### src/shared/spml_pkg.sv
package spml_pkg;

  // Clock rate
  localparam int          MCLK_MHZ        = 40;

  // Reset pulse width limits on the device reset pin (ns)
  localparam int          PARTIAL_MIN_NS  = 50;
  localparam int          FULL_MIN_NS     = 1200;
  // Least times round up to whole cycles
  localparam int          PARTIAL_MIN_CYC = (PARTIAL_MIN_NS * MCLK_MHZ + 999) / 1000;
  localparam int          FULL_MIN_CYC    = (FULL_MIN_NS * MCLK_MHZ + 999) / 1000;
  localparam int          RST_CNT_W       = 16;

  // Range/mode select codes
  localparam logic [1:0]  MODE_SOFTWARE   = 2'h0;
  localparam logic [1:0]  RANGE_2V5       = 2'h1;
  localparam logic [1:0]  RANGE_5V        = 2'h2;
  localparam logic [1:0]  RANGE_10V       = 2'h3;

  // Parallel data low nibble layout
  localparam int          DB_LO_W         = 4;
  localparam int          CONV_LSB_POS    = 2;
  localparam logic [1:0]  DB_PAD_ZERO     = 2'h0;
  localparam logic [3:0]  DB_OE_N_OFF     = 4'hF;
  localparam logic [3:0]  DB_OE_N_ON      = 4'h0;

  // Reset values of the latched straps and of the input range
  localparam logic        REF_SEL_RST     = 1'b1;
  localparam logic        SEQ_EN_RST      = 1'b0;
  localparam logic        SW_MODE_RST     = 1'b1;
  localparam logic        SERIAL_RST      = 1'b0;
  localparam logic [1:0]  RANGE_RST       = 2'h3;

  typedef enum logic [1:0] {
    SPML_PIN_HIGH = 2'b01,
    SPML_PIN_LOW  = 2'b10
  } spml_rst_state_e;

endpackage

### src/shared/spml_rst_if.sv
`timescale 1ns/1ps
interface spml_rst_if;
  logic full_release;
  logic partial_release;
  logic shutdown;

  modport src
  (
    output full_release,
    output partial_release,
    output shutdown
  );
  modport snk
  (
    input  full_release,
    input  partial_release,
    input  shutdown
  );
endinterface

### src/rtl/spml_reset_classifier.sv
`timescale 1ns/1ps
module spml_reset_classifier #(
  parameter int PARTIAL_MIN_CYC = spml_pkg::PARTIAL_MIN_CYC,
  parameter int FULL_MIN_CYC    = spml_pkg::FULL_MIN_CYC
)(
  input  wire logic  mclk,
  input  wire logic  rst_n,
  input  wire logic  reset_pin_n,
  spml_rst_if.src    rst_bus
);

  localparam logic [spml_pkg::RST_CNT_W-1:0] PART_C = spml_pkg::RST_CNT_W'(PARTIAL_MIN_CYC);
  localparam logic [spml_pkg::RST_CNT_W-1:0] FULL_C = spml_pkg::RST_CNT_W'(FULL_MIN_CYC);

  spml_pkg::spml_rst_state_e        state_q, state_d;
  logic [spml_pkg::RST_CNT_W-1:0]   cnt_q, cnt_d;
  logic                             boot_q, boot_d;
  logic                             full_q, full_d;
  logic                             part_q, part_d;
  logic                             shut_q, shut_d;

  always_comb
  begin
    state_d = state_q;
    cnt_d   = cnt_q;
    boot_d  = 1'b0;
    full_d  = boot_q;
    part_d  = 1'b0;
    shut_d  = !reset_pin_n;
    case (state_q)
      spml_pkg::SPML_PIN_HIGH:
      begin
        cnt_d = '0;
        if (!reset_pin_n)
        begin
          state_d = spml_pkg::SPML_PIN_LOW;
          cnt_d   = spml_pkg::RST_CNT_W'(1);
        end
      end
      spml_pkg::SPML_PIN_LOW:
      begin
        if (!reset_pin_n)
        begin
          if (cnt_q < FULL_C)
            cnt_d = cnt_q + spml_pkg::RST_CNT_W'(1);
        end
        else
        begin
          // Pulse width picks the reset kind
          state_d = spml_pkg::SPML_PIN_HIGH;
          cnt_d   = '0;
          if (cnt_q >= FULL_C)
            full_d = 1'b1;
          else if (cnt_q >= PART_C)
            part_d = 1'b1;
        end
      end
      default:
      begin
        state_d = spml_pkg::SPML_PIN_HIGH;
        cnt_d   = '0;
      end
    endcase
  end

  always_ff @(posedge mclk)
  begin
    if (!rst_n)
    begin
      state_q <= spml_pkg::SPML_PIN_HIGH;
      cnt_q   <= '0;
      boot_q  <= 1'b1;
      full_q  <= 1'b0;
      part_q  <= 1'b0;
      shut_q  <= 1'b0;
    end
    else
    begin
      state_q <= state_d;
      cnt_q   <= cnt_d;
      boot_q  <= boot_d;
      full_q  <= full_d;
      part_q  <= part_d;
      shut_q  <= shut_d;
    end
  end

  assign rst_bus.full_release    = full_q;
  assign rst_bus.partial_release = part_q;
  assign rst_bus.shutdown        = shut_q;

  a_shutdown_level: assert property (@(posedge mclk) disable iff (!rst_n)
    !reset_pin_n |=> shut_q) else $error("shutdown not shown while reset pin low");
  a_kind_exclusive: assert property (@(posedge mclk) disable iff (!rst_n)
    !(full_q && part_q)) else $error("full and partial reset together");
  a_short_partial: assert property (@(posedge mclk) disable iff (!rst_n)
    (state_q == spml_pkg::SPML_PIN_LOW && reset_pin_n && cnt_q >= PART_C && cnt_q < FULL_C)
    |=> part_q && !full_q) else $error("mid pulse not taken as partial reset");

endmodule

### src/rtl/spml_strap_latch.sv
`timescale 1ns/1ps
// Overview of operation
// - A latched high reference select enables and selects the internal reference.
// - A latched low reference select disables the internal reference; the board then feeds the reference pin.
// - The reference select is sampled only when a full reset is released and is held until the next one.
// - The length of the low pulse on the reset pin decides between a full and a partial reset.
// - While the reset pin stays low the device is held in shutdown.
// - In hardware mode a low latched sequencer enable turns the sequencer off until another full reset.
// - In hardware mode a high latched sequencer enable turns on the sequencer with its reduced feature set.
// - Hardware or software mode is decided from the two range/mode pins and latched only at full reset.
// - In hardware mode the input range follows the range/mode pins live, without latching.
// - Code 00 on the range/mode pins selects software mode, with configuration taken from registers.
// - In hardware mode codes 01, 10 and 11 give ranges of 2.5 V, 5 V and 10 V either way.
// - Interface type low picks parallel, high picks serial, latched at full reset release.
// - In parallel mode the conversion LSB sits on data bit two and data bits zero and one drive zero.
// - In software parallel mode data bits zero to three carry the low four bits of each register transfer.
module spml_strap_latch #(
  parameter int PARTIAL_MIN_CYC = spml_pkg::PARTIAL_MIN_CYC,
  parameter int FULL_MIN_CYC    = spml_pkg::FULL_MIN_CYC
)(
  input  wire logic        mclk,
  input  wire logic        rst_n,
  input  wire logic        reset_pin_n,
  input  wire logic        ref_source_select,
  input  wire logic        sequencer_enable_pin,
  input  wire logic        range_mode_select_hi,
  input  wire logic        range_mode_select_lo,
  input  wire logic        interface_type_select,
  input  wire logic [1:0]  sw_range_cfg,
  input  wire logic [1:0]  conv_lsbs,
  input  wire logic        conv_read,
  input  wire logic        reg_read,
  input  wire logic [3:0]  reg_rd_low,
  input  wire logic        reg_write,
  input  wire logic [3:0]  db_low_in,
  output logic             shutdown_q,
  output logic             full_reset_done_q,
  output logic             partial_reset_done_q,
  output logic             int_ref_enable_q,
  output logic             ref_in_out_pin_oe_n_q,
  output logic             sequencer_on_q,
  output logic             sequencer_reduced_q,
  output logic             software_mode_q,
  output logic             serial_mode_q,
  output logic [1:0]       input_range_q,
  output logic [3:0]       reg_wr_low_q,
  output logic [3:0]       db_low_out_q,
  output logic [3:0]       db_low_oe_n_q
);

  spml_rst_if rst_bus ();

  spml_reset_classifier #(
    .PARTIAL_MIN_CYC (PARTIAL_MIN_CYC),
    .FULL_MIN_CYC    (FULL_MIN_CYC)
  ) u_classifier (
    .mclk        (mclk),
    .rst_n       (rst_n),
    .reset_pin_n (reset_pin_n),
    .rst_bus     (rst_bus)
  );

  logic [1:0] mode_pins;
  logic       ref_d, oe_ref_d, seq_on_d, seq_red_d, sw_d, ser_d;
  logic [1:0] range_d;
  logic [3:0] wr_d, dout_d, doe_d;
  logic       full_d, part_d, shut_d;

  assign mode_pins = {range_mode_select_hi, range_mode_select_lo};

  // Latched strap group
  always_comb
  begin
    ref_d     = int_ref_enable_q;
    seq_on_d  = sequencer_on_q;
    seq_red_d = sequencer_reduced_q;
    sw_d      = software_mode_q;
    ser_d     = serial_mode_q;
    if (rst_bus.full_release)
    begin
      ref_d     = ref_source_select;
      sw_d      = (mode_pins == spml_pkg::MODE_SOFTWARE);
      // Sequencer strap has effect in hardware mode only
      seq_on_d  = !sw_d && sequencer_enable_pin;
      seq_red_d = !sw_d && sequencer_enable_pin;
      ser_d     = interface_type_select;
    end
    oe_ref_d = !ref_d;
  end

  // Live range and pin drive group
  always_comb
  begin
    range_d = sw_range_cfg;
    if (!sw_d)
      range_d = mode_pins;
    wr_d   = reg_wr_low_q;
    dout_d = db_low_out_q;
    doe_d  = spml_pkg::DB_OE_N_OFF;
    if (!ser_d && !rst_bus.shutdown)
    begin
      if (sw_d && reg_write)
        wr_d = db_low_in;
      if (sw_d && reg_read)
      begin
        dout_d = reg_rd_low;
        doe_d  = spml_pkg::DB_OE_N_ON;
      end
      else if (conv_read)
      begin
        dout_d = {conv_lsbs, spml_pkg::DB_PAD_ZERO};
        doe_d  = spml_pkg::DB_OE_N_ON;
      end
    end
    // Serial mode: low data pins are tied off by the board, left undriven here
    full_d = rst_bus.full_release;
    part_d = rst_bus.partial_release;
    shut_d = rst_bus.shutdown;
  end

  always_ff @(posedge mclk)
  begin
    if (!rst_n)
    begin
      int_ref_enable_q      <= spml_pkg::REF_SEL_RST;
      ref_in_out_pin_oe_n_q <= !spml_pkg::REF_SEL_RST;
      sequencer_on_q        <= spml_pkg::SEQ_EN_RST;
      sequencer_reduced_q   <= spml_pkg::SEQ_EN_RST;
      software_mode_q       <= spml_pkg::SW_MODE_RST;
      serial_mode_q         <= spml_pkg::SERIAL_RST;
      input_range_q         <= spml_pkg::RANGE_RST;
      reg_wr_low_q          <= '0;
      db_low_out_q          <= '0;
      db_low_oe_n_q         <= spml_pkg::DB_OE_N_OFF;
      full_reset_done_q     <= 1'b0;
      partial_reset_done_q  <= 1'b0;
      shutdown_q            <= 1'b0;
    end
    else
    begin
      int_ref_enable_q      <= ref_d;
      ref_in_out_pin_oe_n_q <= oe_ref_d;
      sequencer_on_q        <= seq_on_d;
      sequencer_reduced_q   <= seq_red_d;
      software_mode_q       <= sw_d;
      serial_mode_q         <= ser_d;
      input_range_q         <= range_d;
      reg_wr_low_q          <= wr_d;
      db_low_out_q          <= dout_d;
      db_low_oe_n_q         <= doe_d;
      full_reset_done_q     <= full_d;
      partial_reset_done_q  <= part_d;
      shutdown_q            <= shut_d;
    end
  end

  a_ref_sampled: assert property (@(posedge mclk) disable iff (!rst_n)
    rst_bus.full_release |=> int_ref_enable_q == $past(ref_source_select)
    && ref_in_out_pin_oe_n_q == !$past(ref_source_select))
    else $error("reference select not latched at full reset");
  a_ref_held: assert property (@(posedge mclk) disable iff (!rst_n)
    !rst_bus.full_release |=> $stable(int_ref_enable_q) && $stable(serial_mode_q) && $stable(software_mode_q))
    else $error("latched strap changed without full reset");
  a_mode_decode: assert property (@(posedge mclk) disable iff (!rst_n)
    rst_bus.full_release |=> software_mode_q == ($past(mode_pins) == spml_pkg::MODE_SOFTWARE))
    else $error("hardware/software mode decoded wrongly");
  a_seq_gate: assert property (@(posedge mclk) disable iff (!rst_n)
    rst_bus.full_release |=> sequencer_on_q == (!software_mode_q && $past(sequencer_enable_pin)))
    else $error("sequencer enable latched wrongly");
  a_range_live: assert property (@(posedge mclk) disable iff (!rst_n)
    (!software_mode_q && !rst_bus.full_release) |=> input_range_q == $past(mode_pins))
    else $error("hardware range does not follow pins");
  a_par_lsb: assert property (@(posedge mclk) disable iff (!rst_n)
    (!serial_mode_q && !rst_bus.full_release && !rst_bus.shutdown && conv_read && !(software_mode_q && reg_read))
    |=> db_low_out_q == {$past(conv_lsbs), 2'h0} && db_low_oe_n_q == 4'h0)
    else $error("conversion LSB not on data bit two");
  a_reg_nibble: assert property (@(posedge mclk) disable iff (!rst_n)
    (!serial_mode_q && software_mode_q && !rst_bus.full_release && !rst_bus.shutdown && reg_write)
    |=> reg_wr_low_q == $past(db_low_in))
    else $error("register write low nibble lost");
  a_ser_quiet: assert property (@(posedge mclk) disable iff (!rst_n)
    (serial_mode_q && !rst_bus.full_release) |=> db_low_oe_n_q == 4'hF)
    else $error("low data pins driven in serial mode");
  a_ref_pin_oe: assert property (@(posedge mclk) disable iff (!rst_n)
    ref_in_out_pin_oe_n_q == !int_ref_enable_q)
    else $error("reference pin drive disagrees with internal reference");
  a_hw_seq_off: assert property (@(posedge mclk) disable iff (!rst_n)
    (rst_bus.full_release && !sequencer_enable_pin) |=> !sequencer_on_q)
    else $error("sequencer on with low strap");
  a_seq_sw_off: assert property (@(posedge mclk) disable iff (!rst_n)
    software_mode_q |-> !sequencer_on_q && !sequencer_reduced_q)
    else $error("sequencer on in software mode");
  a_partial_keeps: assert property (@(posedge mclk) disable iff (!rst_n)
    rst_bus.partial_release |=> $stable(int_ref_enable_q) && $stable(software_mode_q) && $stable(sequencer_on_q))
    else $error("partial reset changed a latched strap");
  a_sw_range: assert property (@(posedge mclk) disable iff (!rst_n)
    (software_mode_q && !rst_bus.full_release) |=> input_range_q == $past(sw_range_cfg))
    else $error("software range not taken from registers");
  a_serial_latch: assert property (@(posedge mclk) disable iff (!rst_n)
    rst_bus.full_release |=> serial_mode_q == $past(interface_type_select))
    else $error("interface type not latched at full reset");
  a_read_nibble: assert property (@(posedge mclk) disable iff (!rst_n)
    (!serial_mode_q && software_mode_q && !rst_bus.full_release && !rst_bus.shutdown && reg_read)
    |=> db_low_out_q == $past(reg_rd_low) && db_low_oe_n_q == 4'h0)
    else $error("register read low nibble not driven");
  a_write_hold: assert property (@(posedge mclk) disable iff (!rst_n)
    !reg_write |=> $stable(reg_wr_low_q))
    else $error("write nibble changed without a write");
  a_shut_quiet: assert property (@(posedge mclk) disable iff (!rst_n)
    rst_bus.shutdown |=> db_low_oe_n_q == 4'hF)
    else $error("data pins driven in shutdown");
  a_idle_release: assert property (@(posedge mclk) disable iff (!rst_n)
    (!conv_read && !reg_read) |=> db_low_oe_n_q == 4'hF)
    else $error("data pins driven with no read");
  a_full_done: assert property (@(posedge mclk) disable iff (!rst_n)
    rst_bus.full_release |=> full_reset_done_q && !partial_reset_done_q)
    else $error("full reset done pulse missing");
  a_partial_done: assert property (@(posedge mclk) disable iff (!rst_n)
    rst_bus.partial_release |=> partial_reset_done_q && !full_reset_done_q)
    else $error("partial reset done pulse missing");

endmodule

### config.mk
export PLATFORM = sky130hd
export DESIGN_NAME = spml_strap_latch
export DESIGN_NICKNAME = d
export VERILOG_FILES = /design/src/shared/spml_pkg.sv /design/src/shared/spml_rst_if.sv /design/src/rtl/spml_reset_classifier.sv /design/src/rtl/spml_strap_latch.sv
export SDC_FILE = /design/constraint.sdc
export NUM_CORES = 1
export LEC_CHECK = 0
export BUFFER_PORTS_ARGS = -buffer_cell sky130_fd_sc_hd__buf_2
export CORE_ASPECT_RATIO = 1.4
export CORE_MARGIN = 8
export CORE_UTILIZATION = 40
export CTS_CLUSTER_SIZE = 10
export DETAILED_ROUTE_END_ITERATION = 12
export GPL_ROUTABILITY_DRIVEN = 0
export PLACE_DENSITY = 0.67
export SYNTH_ARGS = -nofsm -noshare
export SYNTH_HDL_FRONTEND = slang
export SYNTH_HIERARCHICAL = 1
export SYNTH_SLANG_ARGS = --single-unit
### constraint.sdc
create_clock -name mclk -period 1.95 [get_ports mclk]
set_input_delay 0.2925 -clock mclk [delete_from_list [all_inputs] [get_ports mclk]]
set_output_delay 0.2925 -clock mclk [all_outputs]
set_load 0.01 [all_outputs]
==> results.toml <==
[synthesis]
yosysSeqAreaShare_pct = 47.85
yosysTopAreaCell = "dfxtp_1"
synth_top_cell_area_share_pct = 47.85
ys_top_cells_by_area = "dfxtp_1, o21ai_0, nand2_1, and2_1, a21oi_1"
syn_nets = 207
yosys_most_used_dff = "dfxtp_1"
netlist_area_um2 = 1715
async_flop_share_pct = 0
ys_ff_latch = 41
synth_edf_count = 0
syn_inst = 180
yosys_warnings = 6
avgSynthCellArea_um2 = 9.530
yosysUniqueCellTypes = 42

[die]
die_y_um = 93.49
placementRows = 28
die_w_um = 71.35
ios = 46
start_util_pct = 41.15
dieArea_um2 = 6670
coreArea_um2 = 4169

[setup_path]
crit_arrival_ps = 1930
critPathTopFamily = "simple AND/OR/NAND/NOR gates"
critPathKind = "flop to flop"
worstPathRequired_ps = 2170
cp-end-kind = "flop"
slowest_delay_ps = 510
crit_slowest_cell = "or3_2"
cp.buffers_inverters = 0
crit_path_start_kind = "flop"
path_cells = "nor4_4 > a31oi_2 > or3_2 > a21oi_1"
path_max_fanout = 12

[place]
dpl_cell_area_um2 = 1959
dp_hpwl_mm = 2.752
place.port_buffers = 45
pre_cts_slack_ps = 126.7

[power_and_ir_drop]
clkPwrFrac_pct = 37.3
p_comb_share_pct = 10.7
net-switching-power_mw = 0.3876
power_frac_seq_pct = 52.0
ir_drop_uv = 455.2
leakagePower_nw = 0.9080
p_per_area_nw_per_um2 = 829.3
p_total_mw = 1.716
internal-power_mw = 1.329
netSwitchingFraction_pct = 22.58

[global_routing]
antenna_found_initial = 0
grtUsageTotal_pct = 11.25
grt_pass1_wl_mm = 6.127
grt_pass1_vias = 1369
grt_overflow = 0
grt_max_degree = 29

[routing]
drt-wirelength-per-cell_um = 13.25
via_per_inst = 5.305
drtIter0Drc = 44
dr.pass1.iters = 4
wl_mm = 3.604
via_count = 1443
ant_nets = 0
drcViolationCount = 0

[sta]
whs_ps = 237.3
setup_tns_ps = 0
min_period_ps = 1709
fin_skew_ps = 6.126
rsz0062_at_grt = "no"
tightest_slew_ps = 508.0
finalCritPeriodShare_pct = 87.66
hold_viol = 0
slew_violations = 0
setup_ws_ps = 240.6
timing.fmax_mhz = 585.0
relSlewSlack_pct = 66.02
setup-violations-final = 0

[clock_network]
cts_tree = "yes"
cts_max_level = 2
ctsHoldBuffers = 0
numCtsBuffers = 5
cts.path.max_buffers = 2
clock-sinks = 41
ctsRootBufferMaster = "clkbuf_8"
clk_pin_slew_ps = 80
clkLatencyLatePin_ps = 290

[cells_and_area]
nNetsFinal = 254
antenna_cells = 0
finish.instance_area_um2 = 2069
area_growth_pct = 20.64
drive_gt1_share_pct = 29.52
fill_cells = 413

[outcome]
outcome = "complete, no violations"

[flow_run]
maxCapViolCount = 0

[hold_path]
hold_class = "primary input to flop"
[logic make-up (layout without fill, tap and decap cells)]
kind of cell,count (synthesis),after routing,synth area share (%)
AO/OA/AOI/OAI,42,42,15.83
adder cells (fa/ha/maj),4,4,2.918
buffers and inverters,18,65,5.690
flip-flops,41,41,47.85
multiplexers,5,5,3.209
AND/OR/NAND/NOR,70,70,24.51
[worst register-to-register path, cell delays in order (launching register included)]
cell	delay, ps
dfxtp_1	360
nor4_4	350
a31oi_2	270
or3_2	510
a21oi_1	160
[power by group through the flow]
| stage | logic [mW] | clock network (mW) | registers [mW] |
|---|---|---|---|
| final | 0.183 | 0.641 | 0.892 |
| after global routing | 0.207 | 0.703 | 0.898 |
| after CTS | 0.186 | 0.671 | 0.892 |
| after detailed placement | 0.186 | 0 | 0.911 |
| after global placement | 0.184 | 0 | 0.911 |
| after floorplan | 0.106 | 0 | 0.919 |
[flip-flops by register name, indices dropped and copies added, names as in the netlist, 2 cells and up]
register,flops
input_range_q,2
reg_wr_low_q,4
u_classifier/cnt_q,16
u_classifier/state_q,2
db_low_out_q,4
[synthesized netlist by cell type, types with 2 or more instances]
master     n
o22ai_1    2
a31oi_1    2
o21ai_0   14
a21oi_1   10
inv_1     10
o21a_1     4
nand2b_1   2
buf_4      4
ha_1       4
nor3_1     3
clkbuf_1   2
dfxtp_1   41
and3_1     3
buf_6      2
nor2_1     5
nor4_1     3
or4_1      2
and2_1     9
nor4_4     2
mux2i_1    4
nand3_1    9
nand2_1   18
a21o_1     3
or3_1      3
a221o_1    2
[metal layers]
layer	up-vias	routed length (um)	global-route usage, %
met4	0	56	4.530
li1	727	-	-
met1	658	1565	11.88
met2	50	1627	18.68
met5	-	0	0
met3	8	355	5.460
[final timing paths]
kind	start	endpoint	slack (ps)	cells past startpoint
hold reg to reg	u_classifier/rst_bus.partial_release	partial_reset_done_q	450	1
setup / recovery	u_classifier/cnt_q[6]	u_classifier/cnt_q[3]	240	4
hold / removal	sw_range_cfg[0]	input_range_q[0]	240	2
setup reg to reg	u_classifier/cnt_q[6]	u_classifier/cnt_q[3]	240	4
[stage by stage]
| stage | util [%] | std cells |
|---|---|---|
| after global placement | 47.00 | 265 |
| after detailed placement | 47.00 | 265 |
| final | 49.64 | 272 |
| after CTS | 49.49 | 272 |
| after floorplan | - | 180 |
| after global routing | 49.64 | 272 |
[final cells by class]
type / count / area [um^2] / area share [%]
multi-input cells: 121 / 803.3 / 38.82
inverters: 10 / 37.54 / 1.814
clock inverters: 2 / 35.03 / 1.693
repair buffers: 48 / 247.7 / 11.97
flip-flops and latches: 41 / 820.8 / 39.66
clock buffers: 5 / 68.82 / 3.325
well taps: 45 / 56.30 / 2.721
[what timing repair did]
item,4_1_cts,5_1_grt
gates resized for setup,0,1
endpoints found under the hold margin,0,0
setup buffers,0,0
endpoints found under the setup margin,0,8
[placed cells by master (no fill, tap or decap), drive strengths merged, types with 4 or more instances in the layout]
| master | instances |
|---|---|
| buf | 48 |
| dfxtp | 41 |
| nand2 | 18 |
| o21ai | 14 |
| inv | 10 |
| a21oi | 10 |
| and2 | 9 |
| nand3 | 9 |
| nor2 | 5 |
| clkbuf | 5 |
| nor4 | 5 |
| mux2i | 4 |
| o21a | 4 |
| ha | 4 |
| or3 | 4 |
| and3 | 4 |
(Power assumes the default switching activity.)
